===== config.mk =====
export PLATFORM = sky130hd
export DESIGN_NAME = scl_control_latches
export DESIGN_NICKNAME = d
export VERILOG_FILES = /design/src/hdl/scl_pkg.sv /design/src/hdl/scl_pin_sync.sv /design/src/hdl/scl_feedback_calc.sv /design/src/hdl/scl_control_latches.sv
export SDC_FILE = /design/constraint.sdc
export NUM_CORES = 1
export LEC_CHECK = 0
export ABC_AREA = 1
export BUFFER_PORTS_ARGS = -buffer_cell sky130_fd_sc_hd__clkbuf_2
export CAP_MARGIN = 0
export CORE_UTILIZATION = 56
export DETAILED_ROUTE_END_ITERATION = 16
export PLACE_DENSITY = 0.89
export REMOVE_ABC_BUFFERS = 1
export SYNTH_ARGS = -nofsm -noshare
export SYNTH_HDL_FRONTEND = slang
export SYNTH_SLANG_ARGS = --single-unit

===== constraint.sdc =====
create_clock -name MCLK -period 3.58 [get_ports MCLK]
set_input_delay 0.358 -clock MCLK [delete_from_list [all_inputs] [get_ports MCLK]]
set_output_delay 0.358 -clock MCLK [all_outputs]
set_load 0.05 [all_outputs]

===== src/hdl/scl_pkg.sv =====
// shared constants and types for the synthesizer control latches
package scl_pkg;
    localparam int WORD_BITS = 24;
    // latch select codes in bits 1:0
    localparam logic [1:0] SEL_CONTROL = 2'h0;
    localparam logic [1:0] SEL_REF = 2'h1;
    localparam logic [1:0] SEL_FEEDBACK = 2'h2;
    // control latch fields
    localparam int CTL_PRESCALER_LSB = 22;
    localparam int CTL_PD_SYNC = 21;
    localparam int CTL_PD_REQ = 20;
    localparam int CTL_CUR_B_LSB = 17;
    localparam int CTL_CUR_A_LSB = 14;
    localparam int CTL_MUTE = 11;
    localparam int CTL_GAIN = 10;
    localparam int CTL_PUMP_OFF = 9;
    localparam int CTL_POLARITY = 8;
    localparam int CTL_CNT_RESET = 4;
    // feedback latch fields
    localparam int FB_DIV_SEL = 23;
    localparam int FB_DIV_OUT = 22;
    localparam int FB_GAIN = 21;
    localparam int FB_MAIN_LSB = 8;
    localparam int FB_SWALLOW_LSB = 2;
    localparam int SWALLOW_BITS = 5;
    localparam int MAIN_BITS = 13;
    localparam logic [23:0] WORD_RESET = 24'h000000;
    // prescaler moduli: 8, 16, 32 (code 3 treated as 32)
    localparam logic [5:0] PRESCALE_8 = 6'h08;
    localparam logic [5:0] PRESCALE_16 = 6'h10;
    localparam logic [5:0] PRESCALE_32 = 6'h20;
    // synchronous power-down waits this many reference edges
    localparam logic [1:0] SYNC_PD_EDGES = 2'h2;

    typedef struct packed {
        logic [2:0] pump_current;
        logic pump_off;
        logic polarity_positive;
        logic counters_reset;
        logic outputs_enabled;
        logic ref_buffer_on;
        logic counters_load;
        logic lock_detect_reset;
        logic halve_output;
        logic halve_prescaler_in;
    } scl_analog_type;
endpackage


===== src/hdl/scl_pin_sync.sv =====
// three-stage synchroniser with agreement filter and edge detection
`timescale 1ns/1ps
module scl_pin_sync
    import scl_pkg::*;
(
    // clock and reset
    input wire logic clk,
    input wire logic rst,
    // pin
    input wire logic pin,
    // filtered result
    output logic level,
    output logic rise
);
    logic s1;
    logic s2;
    logic s3;
    wire agree = (s2 == s3);

    always_ff @(posedge clk)
    begin
        if (rst)
        begin
            s1 <= 1'b0;
            s2 <= 1'b0;
            s3 <= 1'b0;
            level <= 1'b0;
        end
        else
        begin
            s1 <= pin;
            s2 <= s1;
            s3 <= s2;
            if (agree)
                level <= s3;
        end
    end

    assign rise = agree && s3 && !level;
endmodule // scl_pin_sync


===== src/hdl/scl_feedback_calc.sv =====
// total feedback division from prescaler, main and swallow counts
`timescale 1ns/1ps
module scl_feedback_calc
    import scl_pkg::*;
(
    // clock and reset
    input wire logic clk,
    input wire logic rst,
    // latch fields
    input wire logic [1:0] prescaler_code,
    input wire logic [MAIN_BITS-1:0] main_count,
    input wire logic [SWALLOW_BITS-1:0] swallow_count,
    // result
    output logic [18:0] divide_total
);
    wire [5:0] modulus = (prescaler_code == 2'h0) ? PRESCALE_8 :
                         (prescaler_code == 2'h1) ? PRESCALE_16 : PRESCALE_32;
    // widen both factors first, else the product is cut to the count width
    wire [18:0] product = 19'(modulus) * 19'(main_count);
    wire [18:0] next_divide_total = product + 19'(swallow_count);

    always_ff @(posedge clk)
    begin
        if (rst)
            divide_total <= 19'h00000;
        else
            divide_total <= next_divide_total;
    end
endmodule // scl_feedback_calc


===== src/hdl/scl_control_latches.sv =====
// serial shift register, latches and power-down control of the synthesizer
//
// Overview of operation
// host programs reference latch, then control latch, then feedback latch after power-up.
// host waits 5 ms (10 uF) or 600 us (440 nF) before feedback latch.
// select bits 00 load the word into the control latch.
// select bits 10 load the word into the feedback divider latch.
// request bit 1 with sync bit 0 powers down immediately.
// both bits 1 power down on second reference edge after load strobe.
// chip enable low disables the device at once regardless of bits.
// power-down loads counters, stops pump, resets lock, mutes outputs, stops buffer.
// serial register keeps shifting and latching during power-down.
// host must not change feedback count in power-down, else reprogram all.
// unchanged feedback count relocks in same band after power-up.
// mute-until-lock keeps outputs off until loop reports lock.
// gain bit chooses upper current setting when 1, lower when 0.
// gain bit also written via feedback latch; latest write wins.
// pump-off bit places charge pump in high impedance.
// polarity bit 1 positive, 0 inverted.
// counter reset bit holds reference and A/B counters in reset.
// swallow count is 5 bits, 0 to 31.
// main count 13 bits, 3 to 8191; bit 7 written as zero.
// total division is prescaler times main count plus swallow count.
// output divide bit routes halved frequency to output.
// divide select bit feeds halved signal to the prescaler.
// 24 bits shift in on serial clock rises; strobe rise latches.
// select bits 01 load the word into the reference latch.
// host sends MSB first, select bits in the two lowest bits.
`timescale 1ns/1ps
module scl_control_latches
    import scl_pkg::*;
(
    // clock and reset
    input wire logic MCLK,
    input wire logic RST,
    // three-wire serial link
    input wire logic SERIAL_CLK,
    input wire logic SERIAL_DATA,
    input wire logic LOAD_STROBE,
    // chip enable pin, active high
    input wire logic CHIP_ENABLE,
    // reference counter output and loop lock indication
    input wire logic REF_COUNTER_OUT,
    input wire logic LOOP_LOCKED,
    // latched words
    output logic [WORD_BITS-1:0] CONTROL_WORD_LATCH,
    output logic [WORD_BITS-1:0] FEEDBACK_DIVIDER_LATCH,
    output logic [WORD_BITS-1:0] REFERENCE_LATCH,
    // analog controls
    output scl_analog_type ANALOG_CTRL,
    output logic [18:0] DIVIDE_TOTAL,
    output logic POWERED_DOWN
);
    logic sclk_level;
    logic sclk_rise;
    logic data_level;
    logic le_level;
    logic le_rise;
    logic ce_level;
    logic ref_level;
    logic ref_rise;
    logic lock_level;
    logic [WORD_BITS-1:0] shift_word;
    logic [WORD_BITS-1:0] next_shift_word;
    logic gain;
    logic pd_soft;
    logic [1:0] ref_edges;
    logic sync_pending;

    // slow pins all pass the three-stage filter; link clock at 160 ns is well sampled
    scl_pin_sync u_sclk (.clk(MCLK), .rst(RST), .pin(SERIAL_CLK), .level(sclk_level),
        .rise(sclk_rise));
    scl_pin_sync u_data (.clk(MCLK), .rst(RST), .pin(SERIAL_DATA), .level(data_level),
        .rise());
    scl_pin_sync u_le (.clk(MCLK), .rst(RST), .pin(LOAD_STROBE), .level(le_level),
        .rise(le_rise));
    scl_pin_sync u_ce (.clk(MCLK), .rst(RST), .pin(CHIP_ENABLE), .level(ce_level),
        .rise());
    scl_pin_sync u_ref (.clk(MCLK), .rst(RST), .pin(REF_COUNTER_OUT), .level(ref_level),
        .rise(ref_rise));
    scl_pin_sync u_lock (.clk(MCLK), .rst(RST), .pin(LOOP_LOCKED), .level(lock_level),
        .rise());

    // msb first, so shift toward the top
    assign next_shift_word = {shift_word[WORD_BITS-2:0], data_level};

    // latch decode
    wire [1:0] sel = shift_word[1:0];
    wire load_ctl = le_rise && (sel == SEL_CONTROL);
    wire load_fb = le_rise && (sel == SEL_FEEDBACK);
    wire load_ref = le_rise && (sel == SEL_REF);
    wire new_req = shift_word[CTL_PD_REQ];
    wire new_sync = shift_word[CTL_PD_SYNC];
    wire async_pd = load_ctl && new_req && !new_sync;
    wire sync_arm = load_ctl && new_req && new_sync;
    wire pd_clear = load_ctl && !new_req;

    // shifting stays alive in power-down: nothing below gates it on power state
    always_ff @(posedge MCLK)
    begin
        if (RST)
            shift_word <= WORD_RESET;
        else if (sclk_rise)
            shift_word <= next_shift_word;
    end

    always_ff @(posedge MCLK)
    begin
        if (RST)
        begin
            CONTROL_WORD_LATCH <= WORD_RESET;
            FEEDBACK_DIVIDER_LATCH <= WORD_RESET;
            REFERENCE_LATCH <= WORD_RESET;
        end
        else
        begin
            if (load_ctl)
                CONTROL_WORD_LATCH <= shift_word;
            if (load_fb)
                FEEDBACK_DIVIDER_LATCH <= shift_word;
            if (load_ref)
                REFERENCE_LATCH <= shift_word;
        end
    end

    // shared gain bit: whichever latch was written last
    always_ff @(posedge MCLK)
    begin
        if (RST)
            gain <= 1'b0;
        else if (load_ctl)
            gain <= shift_word[CTL_GAIN];
        else if (load_fb)
            gain <= shift_word[FB_GAIN];
    end

    // synchronous power-down counts reference edges from the strobe rise
    always_ff @(posedge MCLK)
    begin
        if (RST)
        begin
            pd_soft <= 1'b0;
            sync_pending <= 1'b0;
            ref_edges <= 2'h0;
        end
        else if (async_pd)
        begin
            pd_soft <= 1'b1;
            sync_pending <= 1'b0;
        end
        else if (sync_arm)
        begin
            sync_pending <= 1'b1;
            ref_edges <= 2'h0;
        end
        else if (pd_clear)
        begin
            pd_soft <= 1'b0;
            sync_pending <= 1'b0;
        end
        else if (sync_pending && ref_rise)
        begin
            ref_edges <= ref_edges + 2'h1;
            if (ref_edges + 2'h1 == SYNC_PD_EDGES)
            begin
                pd_soft <= 1'b1;
                sync_pending <= 1'b0;
            end
        end
    end

    // pin disable overrides both software bits
    wire powered_down = !ce_level || pd_soft;
    // relock relies on latches surviving power-down untouched
    wire active = !powered_down;

    wire [2:0] cur_a = CONTROL_WORD_LATCH[CTL_CUR_A_LSB +: 3];
    wire [2:0] cur_b = CONTROL_WORD_LATCH[CTL_CUR_B_LSB +: 3];
    wire [2:0] pump_current = gain ? cur_b : cur_a;
    wire pump_off = CONTROL_WORD_LATCH[CTL_PUMP_OFF] || powered_down;
    wire mute = CONTROL_WORD_LATCH[CTL_MUTE] && !lock_level;
    wire cnt_reset = CONTROL_WORD_LATCH[CTL_CNT_RESET];

    scl_analog_type next_analog;
    always_comb
    begin
        next_analog.pump_current = pump_current;
        next_analog.pump_off = pump_off;
        next_analog.polarity_positive = CONTROL_WORD_LATCH[CTL_POLARITY];
        next_analog.counters_reset = cnt_reset || powered_down;
        next_analog.outputs_enabled = active && !mute;
        next_analog.ref_buffer_on = active;
        next_analog.counters_load = powered_down;
        next_analog.lock_detect_reset = powered_down;
        next_analog.halve_output = FEEDBACK_DIVIDER_LATCH[FB_DIV_OUT];
        next_analog.halve_prescaler_in = FEEDBACK_DIVIDER_LATCH[FB_DIV_SEL];
    end

    always_ff @(posedge MCLK)
    begin
        if (RST)
        begin
            ANALOG_CTRL <= '0;
            POWERED_DOWN <= 1'b1;
        end
        else
        begin
            ANALOG_CTRL <= next_analog;
            POWERED_DOWN <= powered_down;
        end
    end

    scl_feedback_calc u_calc (
        .clk(MCLK),
        .rst(RST),
        .prescaler_code(CONTROL_WORD_LATCH[CTL_PRESCALER_LSB +: 2]),
        .main_count(FEEDBACK_DIVIDER_LATCH[FB_MAIN_LSB +: MAIN_BITS]),
        .swallow_count(FEEDBACK_DIVIDER_LATCH[FB_SWALLOW_LSB +: SWALLOW_BITS]),
        .divide_total(DIVIDE_TOTAL)
    );
endmodule // scl_control_latches


==> reports/summary.txt <==
Clock Latency Late Sink: 0.43 ns
achievable frequency: 293 MHz
GPL Wtd Cong: 0.853
clock buffer depth: 2
power density cells: 451 nW/µm²
synthesized area: 6840 µm²
Root Driver: clkbuf_16
Routed Antenna Nets: 0
TritonCTS clock tree: built
die width: 113 µm
vias in the first global route: 5,472
Slew @ Worst Pin: 1.04 ns
worst path buffer plus inverter count: 2
port buffer count: 111
Synth cell types: 29
std cell rows: 40
area delta synth->final: 18.2%
CP max-delay cell: fa_1
largest net degree at the start of global routing: 110
post-synthesis average cell area: 7.92 µm²
first-pass GRT wire length: 25.2 mm
Startpoint Class: register
die area: 12,700 µm²
post-cts hold buffer count: 0
Placement Setup Slack: -0.0207 ns
Multi-input gate area: 3130 µm²
core area: 12,000 µm²
Starting Density: 0.572
DP HPWL: 10.2 mm
via-per-instance ratio: 5.12
worst-path cell chain: inv_1 -> nor2_4 -> inv_2 -> nor2_1 -> fa_1 -> ha_1 -> ha_1 -> ha_1 -> ha_4 -> nand2_1 -> nor2_2 -> and2_1 -> nand2_1 -> nand3_1 -> nand2_1 -> nor2_1
final setup vio count: 0
Final nets: 1,036
Fillers: 951
first drt pass iteration count: 4
placed cell area: 7390 µm²
WP data required: 3.94 ns
Final Cycle Share: 0.954
final setup margin: 0.163 ns
smallest hold slack: 0.119 ns
Final Slew Violations: 0
Wirelength per Cell: 13.6 µm
max_cap viols: 0
GRT Overall Usage: 0.252
Vias: 5,742
min-delay worst type: primary input to register
DR top layer: met4
DRC errors left: 0
num ports: 112
WL met1: 6.58 mm
WL final: 15.2 mm
Reg area: 3130 µm²
Die H: 113 µm
crit path time final: 3.42 ns
peak supply drop: 0.000347 V
setup TNS: 0 ns
# clock sinks: 156
GRT Residual Overflow: 0
CP endpoint kind: register
register area share after synthesis: 0.457
status: finished, final reports clean
largest stage delay on the critical path: 0.45 ns
Leak: 4.05 nW
CP top delay family: adder cells
met3 WL post-DR: 766 µm
metal2 WL: 7.34 mm
final instance area: 8090 µm²
initial antenna violation count: 0
fraction of layout cells with a size suffix above 1: 0.189
Yosys Warn Count: 0
H-tree levels: 4
CTS clk-pin slew, worst paths: 0.06 ns
drt first-iter violations: 389
CP arrival: 3.78 ns
Yosys reg bits: 156
Worst Path Max Fanout: 7
critical path class: register to register
diode count: 0
Mapped Cells: 864
final hold viol count: 0
Inserted Clock Buffers: 17
clock skew: 0.00679 ns
Slew HR: 0.308
-- worst paths after layout --
kind | start | end | slack (ns) | cells after the start
worst max-delay path | CONTROL_WORD_LATCH[22] | u_calc.divide_total[17] | 0.16 | 16
worst min-delay path | CHIP_ENABLE | u_ce.s1 | 0.12 | 3
worst max register to register | CONTROL_WORD_LATCH[22] | u_calc.divide_total[17] | 0.16 | 16
worst min register to register | u_data.s1 | u_data.s2 | 0.40 | 2
-- timing repair --
action	in CTS	in global routing
cloned	0	0
pin swaps	0	2
setup buffers	0	3
gates resized for setup	1	19
setup endpoints to repair	4	10
endpoints found under the hold margin	0	0
-- power breakdown --
part | leakage [nW] | internal [mW] | switching [mW]
Sequential | 1.26 | 1.75 | 0.00851
Clock | 0.288 | 1.07 | 0.728
Combinational | 2.50 | 0.0246 | 0.0653
-- synth_stat cells --
| cell type | n | area share |
|---|---|---|
| a211oi_1 | 2 | 0.0022 |
| a21boi_2 | 1 | 0.0016 |
| a21oi_1 | 60 | 0.044 |
| and2_1 | 2 | 0.0018 |
| buf_1 | 5 | 0.0027 |
| buf_2 | 12 | 0.0088 |
| buf_4 | 11 | 0.012 |
| buf_6 | 3 | 0.0049 |
| clkbuf_1 | 12 | 0.0066 |
| dfxtp_1 | 156 | 0.46 |
| fa_1 | 13 | 0.038 |
| ha_1 | 54 | 0.099 |
| inv_1 | 106 | 0.058 |
| inv_2 | 5 | 0.0027 |
| inv_4 | 1 | 0.00092 |
| nand2_1 | 94 | 0.052 |
| nand3_1 | 10 | 0.0073 |
| nand3_2 | 2 | 0.0029 |
| nand3b_1 | 1 | 0.0011 |
| nand4_1 | 1 | 0.00092 |
| nor2_1 | 203 | 0.11 |
| nor2_2 | 4 | 0.0037 |
| o21a_1 | 2 | 0.0022 |
| o21ai_0 | 85 | 0.062 |
| o21ai_1 | 13 | 0.0095 |
| o21ai_2 | 1 | 0.0013 |
| or2_0 | 1 | 0.00092 |
| xnor2_1 | 3 | 0.0038 |
| xor2_1 | 1 | 0.0013 |
-- cell usage in the layout (no fill, tap or decap), types with 3 or more instances in the layout --
cell type and instances:
inv_1 105, inv_2 6, o21ai_0 85, a21oi_1 57
clkbuf_16 17, nor2_2 9, ha_1 50, nand2_1 92
clkinv_2 3, xnor2_1 3, inv_6 4, o21ai_1 13
fa_1 13, nor2_1 197, buf_4 9, ha_4 3
dfxtp_1 154, nand3_1 10, a21oi_2 3, clkbuf_2 111
-- sequential cells by signal (all words and copies together) (netlist names), 2 cells and up --
name                    flops
CONTROL_WORD_LATCH         24
FEEDBACK_DIVIDER_LATCH     24
REFERENCE_LATCH            24
shift_word                 24
u_calc.divide_total        19
ANALOG_CTRL                11
ref_edges                   2
-- area by class of cell --
class                      instances  share of cell area
multi-input combinational        553               0.387
clock inverter                    12              0.0166
timing repair buffer             121              0.0784
tap                              147              0.0227
clock buffer                      20              0.0565
sequential                       156               0.386
inverter                         112              0.0523
-- metal layers --
layer	global-route usage	up-vias
met5	0	-
met4	0.137	0
met2	0.418	174
met1	0.301	2618
met3	0.0616	35
li1	-	2915
-- per-stage QoR --
step	utilization	power (mW)	cells
after floorplan	-	1.86	821
after global placement	0.618	1.88	1086
after detailed placement	0.618	1.89	1086
after CTS	0.668	3.66	1118
after global routing	0.676	3.76	1121
final	0.676	3.65	1121
-- worst register-to-register path, cell delays in order, from the launching register on --
cell and delay [ns]:
dfxtp_2 0.34, inv_1 0.07, nor2_4 0.18, inv_2 0.13
nor2_1 0.16, fa_1 0.45, ha_1 0.32, ha_1 0.31
ha_1 0.34, ha_4 0.30, nand2_1 0.10, nor2_2 0.17
and2_1 0.15, nand2_1 0.07, nand3_1 0.09, nand2_1 0.06
nor2_1 0.12
-- cells by family (layout without fill, tap and decap cells) --
kind of cell             count (synthesis)  in the layout  share of synthesized area
AND/OR/NAND/NOR                        318            318                      0.182
AO/OA/AOI/OAI                          164            164                      0.123
flip-flops                             156            156                      0.457
buffers and inverters                  155            265                     0.0969
adder cells (fa/ha/maj)                 67             67                      0.137
XOR/XNOR                                 4              4                    0.00512
Power figures use the tool's default switching activity.
